==> src/rtl/ies_pkg.sv <==
package ies_pkg;
    // --------------------------------------------------------------
    // Widths and constants
    // --------------------------------------------------------------
    localparam int unsigned ADDR_W = 20;
    localparam int unsigned DATA_W = 16;
    localparam int unsigned NUM_W = 6;
    localparam int unsigned IPL_W = 3;
    localparam logic [ADDR_W-1:0] INFO_ADDR = 20'h00000;
    localparam logic [NUM_W-1:0] SW_NUM_LO = 6'h20;
    localparam logic [NUM_W-1:0] SW_NUM_HI = 6'h3f;
    // Flag word bit positions
    localparam int unsigned FLAG_D_POS = 2;
    localparam int unsigned FLAG_U_POS = 7;
    localparam int unsigned FLAG_I_POS = 6;
    localparam logic [DATA_W-1:0] FLAG_RESET = 16'h0000;
    localparam logic [ADDR_W-1:0] SP_RESET = 20'h00000;
    localparam logic [ADDR_W-1:0] PC_RESET = 20'h00000;
    localparam logic [IPL_W-1:0] IPL_RESET = 3'h0;
    localparam logic [ADDR_W-1:0] PUSH_STEP = 20'h00002;

    // --------------------------------------------------------------
    // Types
    // --------------------------------------------------------------
    typedef enum logic [2:0] {
        IES_IDLE, IES_INFO, IES_FLAGS, IES_PUSH_FLG, IES_PUSH_PC, IES_IPL, IES_VEC
    } ies_state_type;

    typedef struct packed {
        logic [NUM_W-1:0] num;
        logic [IPL_W-1:0] level;
    } ies_info_type;

    typedef struct packed {
        logic valid;
        logic [ADDR_W-1:0] addr;
        logic [DATA_W-1:0] data;
    } ies_push_type;
endpackage

==> src/rtl/ies_sequencer.sv <==
// Operation
// - Ordinary instruction: resolve at completion, enter sequence the next cycle.
// - String or multiply-accumulate instruction: suspend partway and enter at once.
// - First step reads the reserved address for number and priority level; software entries raise no info_rd and take the number from sw_num.
// - After the read, clear the accepted source's pending bit to 0.
// - Save the flag word from before the sequence into a holding register.
// - Clear the interrupt-enable flag.
// - Clear the single-step flag.
// - Clear the stack-select flag so the interrupt stack is used.
// - Software interrupt 32 to 63 leaves the stack-select flag unchanged.
// - Push the held flag word onto the stack.
// - Then push the program counter; the code pushes only its low 16 bits.
// - Then load the current priority level with the accepted level.
// - Finally load the program counter from the vector and resume fetching.
module ies_sequencer (
    input wire logic sys_clk,
    input wire logic reset_n,
    input wire logic req_pending,
    input wire logic instr_done,
    input wire logic string_instr,
    input wire logic sw_entry,
    input wire logic [ies_pkg::NUM_W-1:0] sw_num,
    input wire logic [ies_pkg::DATA_W-1:0] info_data,
    input wire logic [ies_pkg::ADDR_W-1:0] vector_addr,
    input wire logic [ies_pkg::DATA_W-1:0] flag_in,
    input wire logic [ies_pkg::ADDR_W-1:0] pc_in,
    input wire logic [ies_pkg::ADDR_W-1:0] sp_in,
    output logic info_rd,
    output logic [ies_pkg::ADDR_W-1:0] info_addr,
    output logic clear_pending,
    output logic [ies_pkg::NUM_W-1:0] clear_num,
    output logic suspend_instr,
    output logic flag_we,
    output logic [ies_pkg::DATA_W-1:0] flag_out,
    output ies_pkg::ies_push_type push,
    output logic [ies_pkg::ADDR_W-1:0] sp_out,
    output logic ipl_we,
    output logic [ies_pkg::IPL_W-1:0] current_priority_level,
    output logic pc_we,
    output logic [ies_pkg::ADDR_W-1:0] pc_out,
    output logic seq_busy
);
    // --------------------------------------------------------------
    // Reset release
    // --------------------------------------------------------------
    logic rst_meta_reg;
    logic rst_sync_reg;
    always_ff @(posedge sys_clk or negedge reset_n) begin
        if (!reset_n) begin
            rst_meta_reg <= 1'b0;
            rst_sync_reg <= 1'b0;
        end else begin
            rst_meta_reg <= 1'b1;
            rst_sync_reg <= rst_meta_reg;
        end
    end
    wire logic rst_n;
    assign rst_n = rst_sync_reg;

    // --------------------------------------------------------------
    // State and holding registers
    // --------------------------------------------------------------
    ies_pkg::ies_state_type state_reg;
    ies_pkg::ies_state_type state_next;
    ies_pkg::ies_info_type info_reg;
    logic [ies_pkg::DATA_W-1:0] hold_flag_reg;
    logic [ies_pkg::ADDR_W-1:0] hold_pc_reg;
    logic [ies_pkg::ADDR_W-1:0] sp_reg;
    logic sw_reg;
    logic [ies_pkg::NUM_W-1:0] sw_num_reg;

    wire logic take_now;
    wire logic suspend_w;
    wire logic busy_w;
    wire logic [ies_pkg::DATA_W-1:0] new_flag;
    wire logic entry;
    wire logic [ies_pkg::ADDR_W-1:0] sp_dec;
    wire ies_pkg::ies_info_type info_w;

    assign busy_w = (state_reg != ies_pkg::IES_IDLE);
    assign entry = take_now | (sw_entry & ~busy_w);
    assign sp_dec = sp_reg - ies_pkg::PUSH_STEP;
    assign info_w = ies_pkg::ies_info_type'(info_data[ies_pkg::NUM_W+ies_pkg::IPL_W-1:0]);

    ies_accept u_accept (
        .req_pending(req_pending),
        .instr_done(instr_done),
        .string_instr(string_instr),
        .seq_busy(busy_w),
        .take_now(take_now),
        .suspend(suspend_w)
    );

    ies_flags u_flags (
        .flag_in(hold_flag_reg),
        .sw_entry(sw_reg),
        .sw_num(sw_num_reg),
        .flag_out(new_flag)
    );

    // --------------------------------------------------------------
    // Next state
    // --------------------------------------------------------------
    always_comb begin
        state_next = state_reg;
        case (state_reg)
            ies_pkg::IES_IDLE: begin
                if (entry) begin
                    state_next = ies_pkg::IES_INFO;
                end
            end
            ies_pkg::IES_INFO: state_next = ies_pkg::IES_FLAGS;
            ies_pkg::IES_FLAGS: state_next = ies_pkg::IES_PUSH_FLG;
            ies_pkg::IES_PUSH_FLG: state_next = ies_pkg::IES_PUSH_PC;
            ies_pkg::IES_PUSH_PC: state_next = ies_pkg::IES_IPL;
            ies_pkg::IES_IPL: state_next = ies_pkg::IES_VEC;
            ies_pkg::IES_VEC: state_next = ies_pkg::IES_IDLE;
            default: state_next = ies_pkg::IES_IDLE;
        endcase
    end

    always_ff @(posedge sys_clk or negedge rst_n) begin
        if (!rst_n) begin
            state_reg <= ies_pkg::IES_IDLE;
        end else begin
            state_reg <= state_next;
        end
    end

    // Flag word and PC are captured as they stood before any change
    always_ff @(posedge sys_clk or negedge rst_n) begin
        if (!rst_n) begin
            hold_flag_reg <= ies_pkg::FLAG_RESET;
            hold_pc_reg <= ies_pkg::PC_RESET;
            sw_reg <= 1'b0;
            sw_num_reg <= '0;
        end else if (state_reg == ies_pkg::IES_IDLE && entry) begin
            hold_flag_reg <= flag_in;
            hold_pc_reg <= pc_in;
            sw_reg <= sw_entry & ~take_now;
            sw_num_reg <= sw_num;
        end
    end

    always_ff @(posedge sys_clk or negedge rst_n) begin
        if (!rst_n) begin
            info_reg <= '0;
        end else if (state_reg == ies_pkg::IES_INFO) begin
            info_reg <= sw_reg ?
                ies_pkg::ies_info_type'{num: sw_num_reg, level: info_w.level} : info_w;
        end
    end

    always_ff @(posedge sys_clk or negedge rst_n) begin
        if (!rst_n) begin
            sp_reg <= ies_pkg::SP_RESET;
        end else if (state_reg == ies_pkg::IES_IDLE && entry) begin
            sp_reg <= sp_in;
        end else if (state_reg == ies_pkg::IES_PUSH_FLG || state_reg == ies_pkg::IES_PUSH_PC) begin
            sp_reg <= sp_dec;
        end
    end

    // --------------------------------------------------------------
    // Registered outputs
    // --------------------------------------------------------------
    always_ff @(posedge sys_clk or negedge rst_n) begin
        if (!rst_n) begin
            info_rd <= 1'b0;
            info_addr <= ies_pkg::INFO_ADDR;
            suspend_instr <= 1'b0;
            seq_busy <= 1'b0;
        end else begin
            info_rd <= (state_next == ies_pkg::IES_INFO) && !(sw_entry & ~take_now);
            info_addr <= ies_pkg::INFO_ADDR;
            suspend_instr <= (state_reg == ies_pkg::IES_IDLE) && suspend_w;
            seq_busy <= (state_next != ies_pkg::IES_IDLE);
        end
    end

    always_ff @(posedge sys_clk or negedge rst_n) begin
        if (!rst_n) begin
            clear_pending <= 1'b0;
            clear_num <= '0;
        end else begin
            clear_pending <= (state_reg == ies_pkg::IES_INFO) && !sw_reg;
            clear_num <= info_w.num;
        end
    end

    always_ff @(posedge sys_clk or negedge rst_n) begin
        if (!rst_n) begin
            flag_we <= 1'b0;
            flag_out <= ies_pkg::FLAG_RESET;
        end else begin
            flag_we <= (state_reg == ies_pkg::IES_FLAGS);
            flag_out <= new_flag;
        end
    end

    always_ff @(posedge sys_clk or negedge rst_n) begin
        if (!rst_n) begin
            push <= '0;
            sp_out <= ies_pkg::SP_RESET;
        end else begin
            push.valid <= (state_reg == ies_pkg::IES_PUSH_FLG) ||
                (state_reg == ies_pkg::IES_PUSH_PC);
            push.addr <= sp_dec;
            push.data <= (state_reg == ies_pkg::IES_PUSH_FLG) ? hold_flag_reg :
                hold_pc_reg[ies_pkg::DATA_W-1:0];
            sp_out <= sp_reg;
        end
    end

    always_ff @(posedge sys_clk or negedge rst_n) begin
        if (!rst_n) begin
            ipl_we <= 1'b0;
            current_priority_level <= ies_pkg::IPL_RESET;
            pc_we <= 1'b0;
            pc_out <= ies_pkg::PC_RESET;
        end else begin
            ipl_we <= (state_reg == ies_pkg::IES_IPL);
            if (state_reg == ies_pkg::IES_IPL) begin
                current_priority_level <= info_reg.level;
            end
            pc_we <= (state_reg == ies_pkg::IES_VEC);
            if (state_reg == ies_pkg::IES_VEC) begin
                pc_out <= vector_addr;
            end
        end
    end

    // --------------------------------------------------------------
    // Checks
    // --------------------------------------------------------------
    property p_boundary_entry;
        @(posedge sys_clk) disable iff (!rst_n)
        (state_reg == ies_pkg::IES_IDLE && req_pending && instr_done)
            |=> state_reg == ies_pkg::IES_INFO;
    endproperty
    a_boundary_entry: assert property (p_boundary_entry) else $error("no entry after boundary");

    property p_suspend;
        @(posedge sys_clk) disable iff (!rst_n)
        (state_reg == ies_pkg::IES_IDLE && req_pending && string_instr && !instr_done)
            |=> suspend_instr && state_reg == ies_pkg::IES_INFO;
    endproperty
    a_suspend: assert property (p_suspend) else $error("string instr not suspended");

    property p_info_read;
        @(posedge sys_clk) disable iff (!rst_n)
        $rose(info_rd) |-> info_addr == ies_pkg::INFO_ADDR && state_reg == ies_pkg::IES_INFO;
    endproperty
    a_info_read: assert property (p_info_read) else $error("info read misplaced");

    property p_clear;
        @(posedge sys_clk) disable iff (!rst_n)
        info_rd |=> clear_pending;
    endproperty
    a_clear: assert property (p_clear) else $error("pending not cleared");

    property p_flags;
        @(posedge sys_clk) disable iff (!rst_n)
        flag_we |-> !flag_out[ies_pkg::FLAG_I_POS] && !flag_out[ies_pkg::FLAG_D_POS]
            ##1 push.valid && push.data == $past(hold_flag_reg);
    endproperty
    a_flags: assert property (p_flags) else $error("flag update or push wrong");

    property p_u_flag;
        @(posedge sys_clk) disable iff (!rst_n)
        (flag_we && !sw_reg) |-> !flag_out[ies_pkg::FLAG_U_POS];
    endproperty
    a_u_flag: assert property (p_u_flag) else $error("stack select not cleared");

    property p_pc_push;
        @(posedge sys_clk) disable iff (!rst_n)
        (state_reg == ies_pkg::IES_PUSH_PC) |=>
            push.valid && push.data == hold_pc_reg[ies_pkg::DATA_W-1:0];
    endproperty
    a_pc_push: assert property (p_pc_push) else $error("pc not pushed");

    property p_order;
        @(posedge sys_clk) disable iff (!rst_n)
        $rose(seq_busy) |-> ##2 flag_we ##1 push.valid [*2] ##1 ipl_we ##1 pc_we;
    endproperty
    a_order: assert property (p_order) else $error("sequence order broken");

    property p_no_reentry;
        @(posedge sys_clk) disable iff (!rst_n)
        (state_reg != ies_pkg::IES_IDLE) |=> !$rose(info_rd) || state_reg == ies_pkg::IES_INFO;
    endproperty
    a_no_reentry: assert property (p_no_reentry) else $error("re-entry while busy");

    c_boundary: cover property (@(posedge sys_clk) disable iff (!rst_n) $rose(info_rd));
    c_suspend: cover property (@(posedge sys_clk) disable iff (!rst_n) suspend_instr);
    c_sw_keep_u: cover property (@(posedge sys_clk) disable iff (!rst_n)
        flag_we && sw_reg && flag_out[ies_pkg::FLAG_U_POS]);
    c_done: cover property (@(posedge sys_clk) disable iff (!rst_n) pc_we);
endmodule

==> src/rtl/ies_accept.sv <==
// ------------------------------------------------------------------
// Decides when a pending request may enter the sequence
// ------------------------------------------------------------------
module ies_accept (
    input wire logic req_pending,
    input wire logic instr_done,
    input wire logic string_instr,
    input wire logic seq_busy,
    output logic take_now,
    output logic suspend
);
    wire logic at_boundary;
    wire logic mid_string;
    assign at_boundary = req_pending & instr_done & ~seq_busy;
    // String and multiply-accumulate work breaks off partway
    assign mid_string = req_pending & string_instr & ~instr_done & ~seq_busy;
    assign take_now = at_boundary | mid_string;
    assign suspend = mid_string;
endmodule

==> src/rtl/ies_flags.sv <==
// ------------------------------------------------------------------
// Flag word update on entry
// ------------------------------------------------------------------
module ies_flags (
    input wire logic [ies_pkg::DATA_W-1:0] flag_in,
    input wire logic sw_entry,
    input wire logic [ies_pkg::NUM_W-1:0] sw_num,
    output logic [ies_pkg::DATA_W-1:0] flag_out
);
    wire logic keep_u;
    assign keep_u = sw_entry && sw_num >= ies_pkg::SW_NUM_LO && sw_num <= ies_pkg::SW_NUM_HI;
    always_comb begin
        flag_out = flag_in;
        flag_out[ies_pkg::FLAG_I_POS] = 1'b0;
        flag_out[ies_pkg::FLAG_D_POS] = 1'b0;
        if (!keep_u) begin
            flag_out[ies_pkg::FLAG_U_POS] = 1'b0;
        end
        // Software numbers 32..63 keep the stack select as it was
    end
endmodule

==> config.mk <==
export PLATFORM = sky130hd
export DESIGN_NAME = ies_sequencer
export DESIGN_NICKNAME = d
export VERILOG_FILES = /design/src/rtl/ies_pkg.sv /design/src/rtl/ies_sequencer.sv /design/src/rtl/ies_accept.sv /design/src/rtl/ies_flags.sv
export SDC_FILE = /design/constraint.sdc
export NUM_CORES = 1
export LEC_CHECK = 0
export BUFFER_PORTS_ARGS = -buffer_cell sky130_fd_sc_hd__buf_4
export CAP_MARGIN = 20
export CORE_MARGIN = 2
export CORE_UTILIZATION = 49
export DETAILED_ROUTE_END_ITERATION = 6
export PLACE_DENSITY = 0.75
export SYNTH_ARGS = -nofsm -noshare
export SYNTH_HDL_FRONTEND = slang
export SYNTH_SLANG_ARGS = --single-unit
==> constraint.sdc <==
create_clock -name sys_clk -period 6.9 [get_ports sys_clk]
set_input_delay 1.035 -clock sys_clk [delete_from_list [all_inputs] [get_ports sys_clk]]
set_output_delay 1.035 -clock sys_clk [all_outputs]
set_load 0.005 [all_outputs]
Word-level counts from Yosys, hierarchy flattened
Index checks and enable logic that the tools add are counted.
{"block": "totals", "regBits": 174, "inputBits": 104, "output_inout_bits": 129, "wordCells": 65}
{"block": "op_classes", "add_sub_neg": 1, "n_lt_le_gt_ge": 2, "eq_ne": 7, "muxes": 6, "n_bitwise": 12, "n_reduce_logical": 13}
{"operator": "20-bit two-way mux", "count": 2}
{"operator": "20-bit by 2-bit subtractor with 20-bit output, second input constant", "count": 1}
{"operator": "3-bit case mux with 6 select lines", "count": 1}
{"operator": "16-bit two-way mux", "count": 1}
{"operator": "3-bit == test, second input constant", "count": 3}
{"operator": "1-bit AND", "count": 7}
{"operator": "3-bit by 1-bit == test with 1-bit output, second input constant", "count": 2}
{"operator": "3-bit by 2-bit == test with 1-bit output, second input constant", "count": 2}
{"operator": "6-bit greater-or-equal comparator, second input constant", "count": 1}
{"operator": "6-bit less-or-equal comparator, second input constant", "count": 1}
{"operator": "1-bit logical AND", "count": 6}
{"operator": "3-bit nonzero test", "count": 2}
{"operator": "3-bit logical NOT", "count": 1}
{"operator": "3-bit two-way mux", "count": 1}
{"operator": "1-bit inverter", "count": 3}
{"operator": "1-bit logical NOT", "count": 2}
{"operator": "1-bit OR", "count": 2}
{"operator": "2-bit nonzero test", "count": 1}
{"operator": "1-bit logical OR", "count": 1}
{"operator": "1-bit two-way mux", "count": 1}

Longest topological paths before layout
{"block": "depth", "ltp_word": 9, "ltp_mapped": 9, "depth_no_buf": 7}

By module
Synthesis repeated with hierarchy kept, for this count alone.
{"block": "hier_totals", "hier_cells": 596, "hier_area_um2": 6677.7}
{"mod": "ies_sequencer", "instances": 1, "cells_per_inst": 576, "area_each_um2": 6531.3, "seq_area_each_um2": 4379.2}
{"mod": "ies_flags", "instances": 1, "cells_per_inst": 17, "area_each_um2": 122.6, "seq_area_each_um2": 0.0}
{"mod": "ies_accept", "instances": 1, "cells_per_inst": 3, "area_each_um2": 23.8, "seq_area_each_um2": 0.0}

Worst setup path before layout
No wires, ideal clock.
{"block": "synth_timing", "kind": "input to register", "start": "input instr_done", "end": "register hold_flag_reg[10] (netlist name)", "setup_time_ns": 0.065, "arrival_ns": 2.033, "required_time_ns": 6.835, "slack_ns": 4.802, "cell_stages": 6, "path_buffers": 2, "cell_sequence": "o21a_1 o21a_1 clkbuf_1 buf_1 nand2_1 nand2_1"}
{"block": "synth_via", "elab_chain_cells": 6, "word_cells_on_any_way": 8, "classes_between": "7 x bitwise; 1 x reduce/logical"}
{"item": "start: declaration", "line_no": "ies_sequencer.sv:19", "rtl": "input wire logic instr_done,"}
{"item": "1-bit inverter", "line_no": "ies_accept.sv:16", "rtl": "assign mid_string = req_pending & string_instr & ~instr_done & ~seq_busy;"}
{"item": "1-bit AND (2 in series)", "line_no": "ies_accept.sv:16"}
{"item": "1-bit OR *", "line_no": "ies_accept.sv:17", "rtl": "assign take_now = at_boundary | mid_string;"}
{"item": "1-bit OR *", "line_no": "ies_sequencer.sv:81", "rtl": "assign entry = take_now | (sw_entry & ~busy_w);"}
{"item": "1-bit logical AND *", "line_no": "ies_sequencer.sv:137", "rtl": "end else if (state_reg == ies_pkg::IES_IDLE && entry) begin"}
{"item": "end signal: assignment", "line_no": "ies_sequencer.sv:133", "rtl": "hold_flag_reg <= ies_pkg::FLAG_RESET;"}
{"item": "end signal: assignment", "line_no": "ies_sequencer.sv:138", "rtl": "hold_flag_reg <= flag_in;"}
{"item": "end: declaration", "line_no": "ies_sequencer.sv:66", "rtl": "logic [ies_pkg::DATA_W-1:0] hold_flag_reg;"}
Mark *: on every way between the ends. The rest lies on a longest branch, timed or not.
A chain may end at the register's enable or synchronous reset.

Worst setup path after layout
{"block": "layout_timing", "start": "register state_reg[2]", "end": "register sp_reg[9] (netlist name)"}
{"block": "layout_via", "elab_chain_cells": 7, "word_cells_on_any_way": 14, "classes_between": "2 x eq/ne; 1 x mux; 6 x bitwise; 5 x reduce/logical"}
{"item": "start: declaration", "line_no": "ies_sequencer.sv:63", "rtl": "ies_pkg::ies_state_type state_reg;"}
{"item": "start signal: assignment", "line_no": "ies_sequencer.sv:124", "rtl": "state_reg <= ies_pkg::IES_IDLE;"}
{"item": "start signal: assignment", "line_no": "ies_sequencer.sv:126", "rtl": "state_reg <= state_next;"}
{"item": "3-bit nonzero test", "line_no": "ies_sequencer.sv:80", "rtl": "assign busy_w = (state_reg != ies_pkg::IES_IDLE);"}
{"item": "1-bit inverter", "line_no": "ies_sequencer.sv:81, ies_accept.sv:14, ies_accept.sv:16"}
{"item": "1-bit AND (on tied branches)", "line_no": "ies_accept.sv:14, ies_accept.sv:16"}
{"item": "1-bit OR", "line_no": "ies_accept.sv:17"}
{"item": "1-bit OR", "line_no": "ies_sequencer.sv:81"}
{"item": "1-bit logical AND", "line_no": "ies_sequencer.sv:157", "rtl": "end else if (state_reg == ies_pkg::IES_IDLE && entry) begin"}
{"item": "20-bit two-way mux / 2-bit nonzero test (equally long branches)"}
{"item": "end signal: assignment", "line_no": "ies_sequencer.sv:156", "rtl": "sp_reg <= ies_pkg::SP_RESET;"}
{"item": "end signal: assignment", "line_no": "ies_sequencer.sv:158", "rtl": "sp_reg <= sp_in;"}
{"item": "end signal: assignment", "line_no": "ies_sequencer.sv:160", "rtl": "sp_reg <= sp_dec;"}
{"item": "end: declaration", "line_no": "ies_sequencer.sv:68", "rtl": "logic [ies_pkg::ADDR_W-1:0] sp_reg;"}
Parallel ways exist; a longest one is shown, timed or not.

==> results.sh <==
export IMPL_required_ns=7.19
export IMPL_start_kind="register"
export IMPL_die_h_um=117
export IMPL_post_cts_setup_buffers=0
export IMPL_slowest_delay_ns=0.78
export IMPL_period_minus_slack_ns=3.26
export IMPL_antenna_found_initial=0
export IMPL_largest_register_ffs=36
export IMPL_tritoncts="built"
export IMPL_num_vias=4611
export IMPL_firstDrtPassIters=4
export IMPL_gp_congestion=0.788
export IMPL_worstSkewPairLatency_ns=0.42
export IMPL_ys_seq_area_share_pct=66.9
export IMPL_via_per_inst=4.97
export IMPL_slew_violations=0
export IMPL_sw_frac_of_total_pct=32.0
export IMPL_p_leak_nw=4.37
export IMPL_synth_area_per_cell_sq_um=11.3
export IMPL_synth_main_ff_cell="dfrtp_1"
export IMPL_peakVddDrop_uv=185
export IMPL_syn_area_sq_um=6280
export IMPL_cp_cell_sequence="nand3b_1 > o21a_1 > buf_4 > inv_1 > nor2_1 > o21ai_0 > o311ai_0"
export IMPL_async_flop_share_pct=100
export IMPL_grt_pass1_vias=4495
export IMPL_path_max_fanout=28
export IMPL_wire_per_inst_um=15.9
export IMPL_r2r_worst_path_cells=7
export IMPL_rsz0062_at_grt="false"
export IMPL_timing_slew_headroom_pct=32.2
export IMPL_nets=849
export IMPL_grt_start_max_net_pins=87
export IMPL_grt_pass1_wl_mm=22.1
export IMPL_skew_ns=0.00757
export IMPL_period_share_pct=47.3
export IMPL_drt_iter0_drc=244
export IMPL_clock_fmax_mhz=307
export IMPL_cp_depth=7
export IMPL_synth_edff_count=0
export IMPL_die_w_um=117
export IMPL_nFillCells=990
export IMPL_largest_register="push"
export IMPL_critPathTopFamily="simple AND/OR/NAND/NOR gates"
export IMPL_drv_cap=0
export IMPL_cts_buffers=17
export IMPL_grt_ovfl_total=0
export IMPL_drc=0
export IMPL_setup_tns_ns=0
export IMPL_p_comb_share_pct=32.3
export IMPL_gr_usage_all_layers_pct=21.6
export IMPL_cts_resized=0
export IMPL_switching_power_mw=1.27
export IMPL_hold_buffers=0
export IMPL_final_layout_size_suffix_gt1_share_pct=34.1
export IMPL_status="complete, no violations"
export IMPL_end_kind="register"
export IMPL_post_place_ws_ns=3.70
export IMPL_core_area_sq_um=12600
export IMPL_num_antenna_cells=0
export IMPL_die_area_sq_um=13700
export IMPL_placed_cell_area_sq_um=7790
export IMPL_finalWorstSetupSlack_ns=3.64
export IMPL_syn_inst=554
export IMPL_ant_nets=0
export IMPL_power_density_nw_per_um2=468
export IMPL_io_pins=233
export IMPL_htreeDepth=4
export IMPL_clock_sinks=168
export IMPL_portBuffers=194
export IMPL_p_seq_share_pct=42.7
export IMPL_tightest_slew_ns=1.01
export IMPL_row_count=41
export IMPL_arrival_ns=3.55
export IMPL_hpwl_mm=10.3
export IMPL_cts_root_buffer="clkbuf_16"
export IMPL_setup_viol=0
export IMPL_hold_path_class="reg -> async"
export IMPL_routed_wl_mm=14.8
export IMPL_clock_path_buffers=2
export IMPL_initial_utilization_pct=50.0
export IMPL_stdcell_area_sq_um=8460
export IMPL_ys_seq_elements=168
export IMPL_clockPowerShare_pct=24.9
export IMPL_finalHoldViolCount=0
export IMPL_fin_hold_ws_ns=0.193
export IMPL_synth_distinct_cells=45
export IMPL_cp_buffers_inverters=2
export IMPL_area_delta_synth_final_pct=34.6
export IMPL_crit_slowest_cell="nand3b_1"
export IMPL_path_clk_slew_ns=0.06
export IMPL_yosysWarnings=0
export IMPL_worstSetupPathType="reg -> reg"
export IMPL_intPower_mw=2.69
-- layout make-up --
cell class	instances	area, sq um	area share, %
clock buffers	23	468	5.53
clock inverters	8	145	1.72
multi-input cells	352	1870	22.1
well taps	172	215	2.54
repair buffers	199	1530	18.1
inverters	6	22.5	0.266
flip-flops and latches	168	4210	49.7
-- cells by family (layout without fill, tap and decap cells) --
logic type	count (synthesis)	in the layout	synth area share, %
adders and majority gates	1	1	0.199
and+or+nand+nor	245	245	16.8
AOI/OAI and AO/OA	45	45	5.04
other	2	23	0.119
DFF	168	168	66.9
muxes	22	22	3.94
xor gates and xnor gates	16	16	2.23
buffers and inverters	55	236	4.82
-- path summary, 6_finish.rpt --
path                               from           endpoint  slack (ns)
max                        state_reg[2]          sp_reg[9]        3.64
min                               rst_n  hold_flag_reg[10]        0.19
max reg2reg                state_reg[2]          sp_reg[9]        3.64
min reg2reg                       rst_n  hold_flag_reg[10]        0.19
max in group asynchronous         rst_n           push[32]        5.75
min in group sys_clk       rst_meta_reg              rst_n        0.36
-- power by group through the flow --
stage	clock (mW)	sequential, mW	combinational [mW]
final	0.987	1.69	1.28
after CTS	1.00	1.70	1.29
after global routing	1.05	1.75	1.42
after floorplan	0	1.67	0.654
after global placement	0	1.69	1.24
after detailed placement	0	1.72	1.28
-- placed cells by master (no fill, tap or decap), types with 3 or more instances in the layout --
cell type,instances
buf_4,197
nand2_1,187
dfrtp_1,167
conb_1,23
mux2_2,22
clkbuf_16,17
nor2_1,15
nor3_1,11
xor2_1,10
o21ai_0,9
nand2b_1,6
inv_1,6
xnor2_1,6
a21oi_1,5
a221o_1,5
nand3b_1,4
or3_1,4
nor4_1,4
a22oi_1,4
bufinv_16,4
clkbuf_1,4
nor3b_1,3
o21ai_1,3
o311ai_0,3
-- synthesized netlist by cell type (2+ instances only) --
cell / number / area [sq um]
a21oi_1: 5 / 25.0
a221o_1: 5 / 50.1
a22oi_1: 4 / 30.0
a2bb2oi_1: 2 / 17.5
buf_1: 2 / 7.51
buf_2: 2 / 10.0
buf_4: 23 / 173
clkbuf_1: 21 / 78.8
conb_1: 2 / 7.51
dfrtp_1: 168 / 4200
inv_1: 6 / 22.5
mux2_2: 22 / 248
nand2_1: 187 / 702
nand2b_1: 6 / 37.5
nand3b_1: 4 / 30.0
nor2_1: 15 / 56.3
nor2_2: 2 / 12.5
nor3_1: 11 / 55.1
nor3_2: 2 / 20.0
nor3b_1: 3 / 22.5
nor4_1: 4 / 25.0
o211ai_1: 2 / 15.0
o21a_1: 3 / 22.5
o21ai_0: 9 / 45.0
o21ai_1: 4 / 20.0
o311ai_0: 3 / 26.3
o311ai_1: 2 / 17.5
or3_1: 4 / 25.0
xnor2_1: 6 / 52.6
xor2_1: 10 / 87.6
-- metrics by stage --
| stage | util [%] | instances | power [mW] |
|---|---|---|---|
| 5_1_grt | 67.3 | 928 | 4.22 |
| 3_5_place_dp | 62.0 | 895 | 2.99 |
| 6_report | 67.3 | 928 | 3.96 |
| 2_1_floorplan | - | 575 | 2.32 |
| 4_1_cts | 66.9 | 926 | 3.99 |
| 3_3_place_gp | 62.0 | 895 | 2.93 |
-- routing by layer --
layer / track usage [%] / vias to the layer above / wire [um]
met1: 26.1 / 2263 / 5980
met5: 0 / - / 0
met3: 5.36 / 30 / 918
met4: 9.80 / 0 / 376
li1: - / 2145 / -
met2: 36.6 / 173 / 7520
No activity file was read; power rests on OpenSTA's default activity.
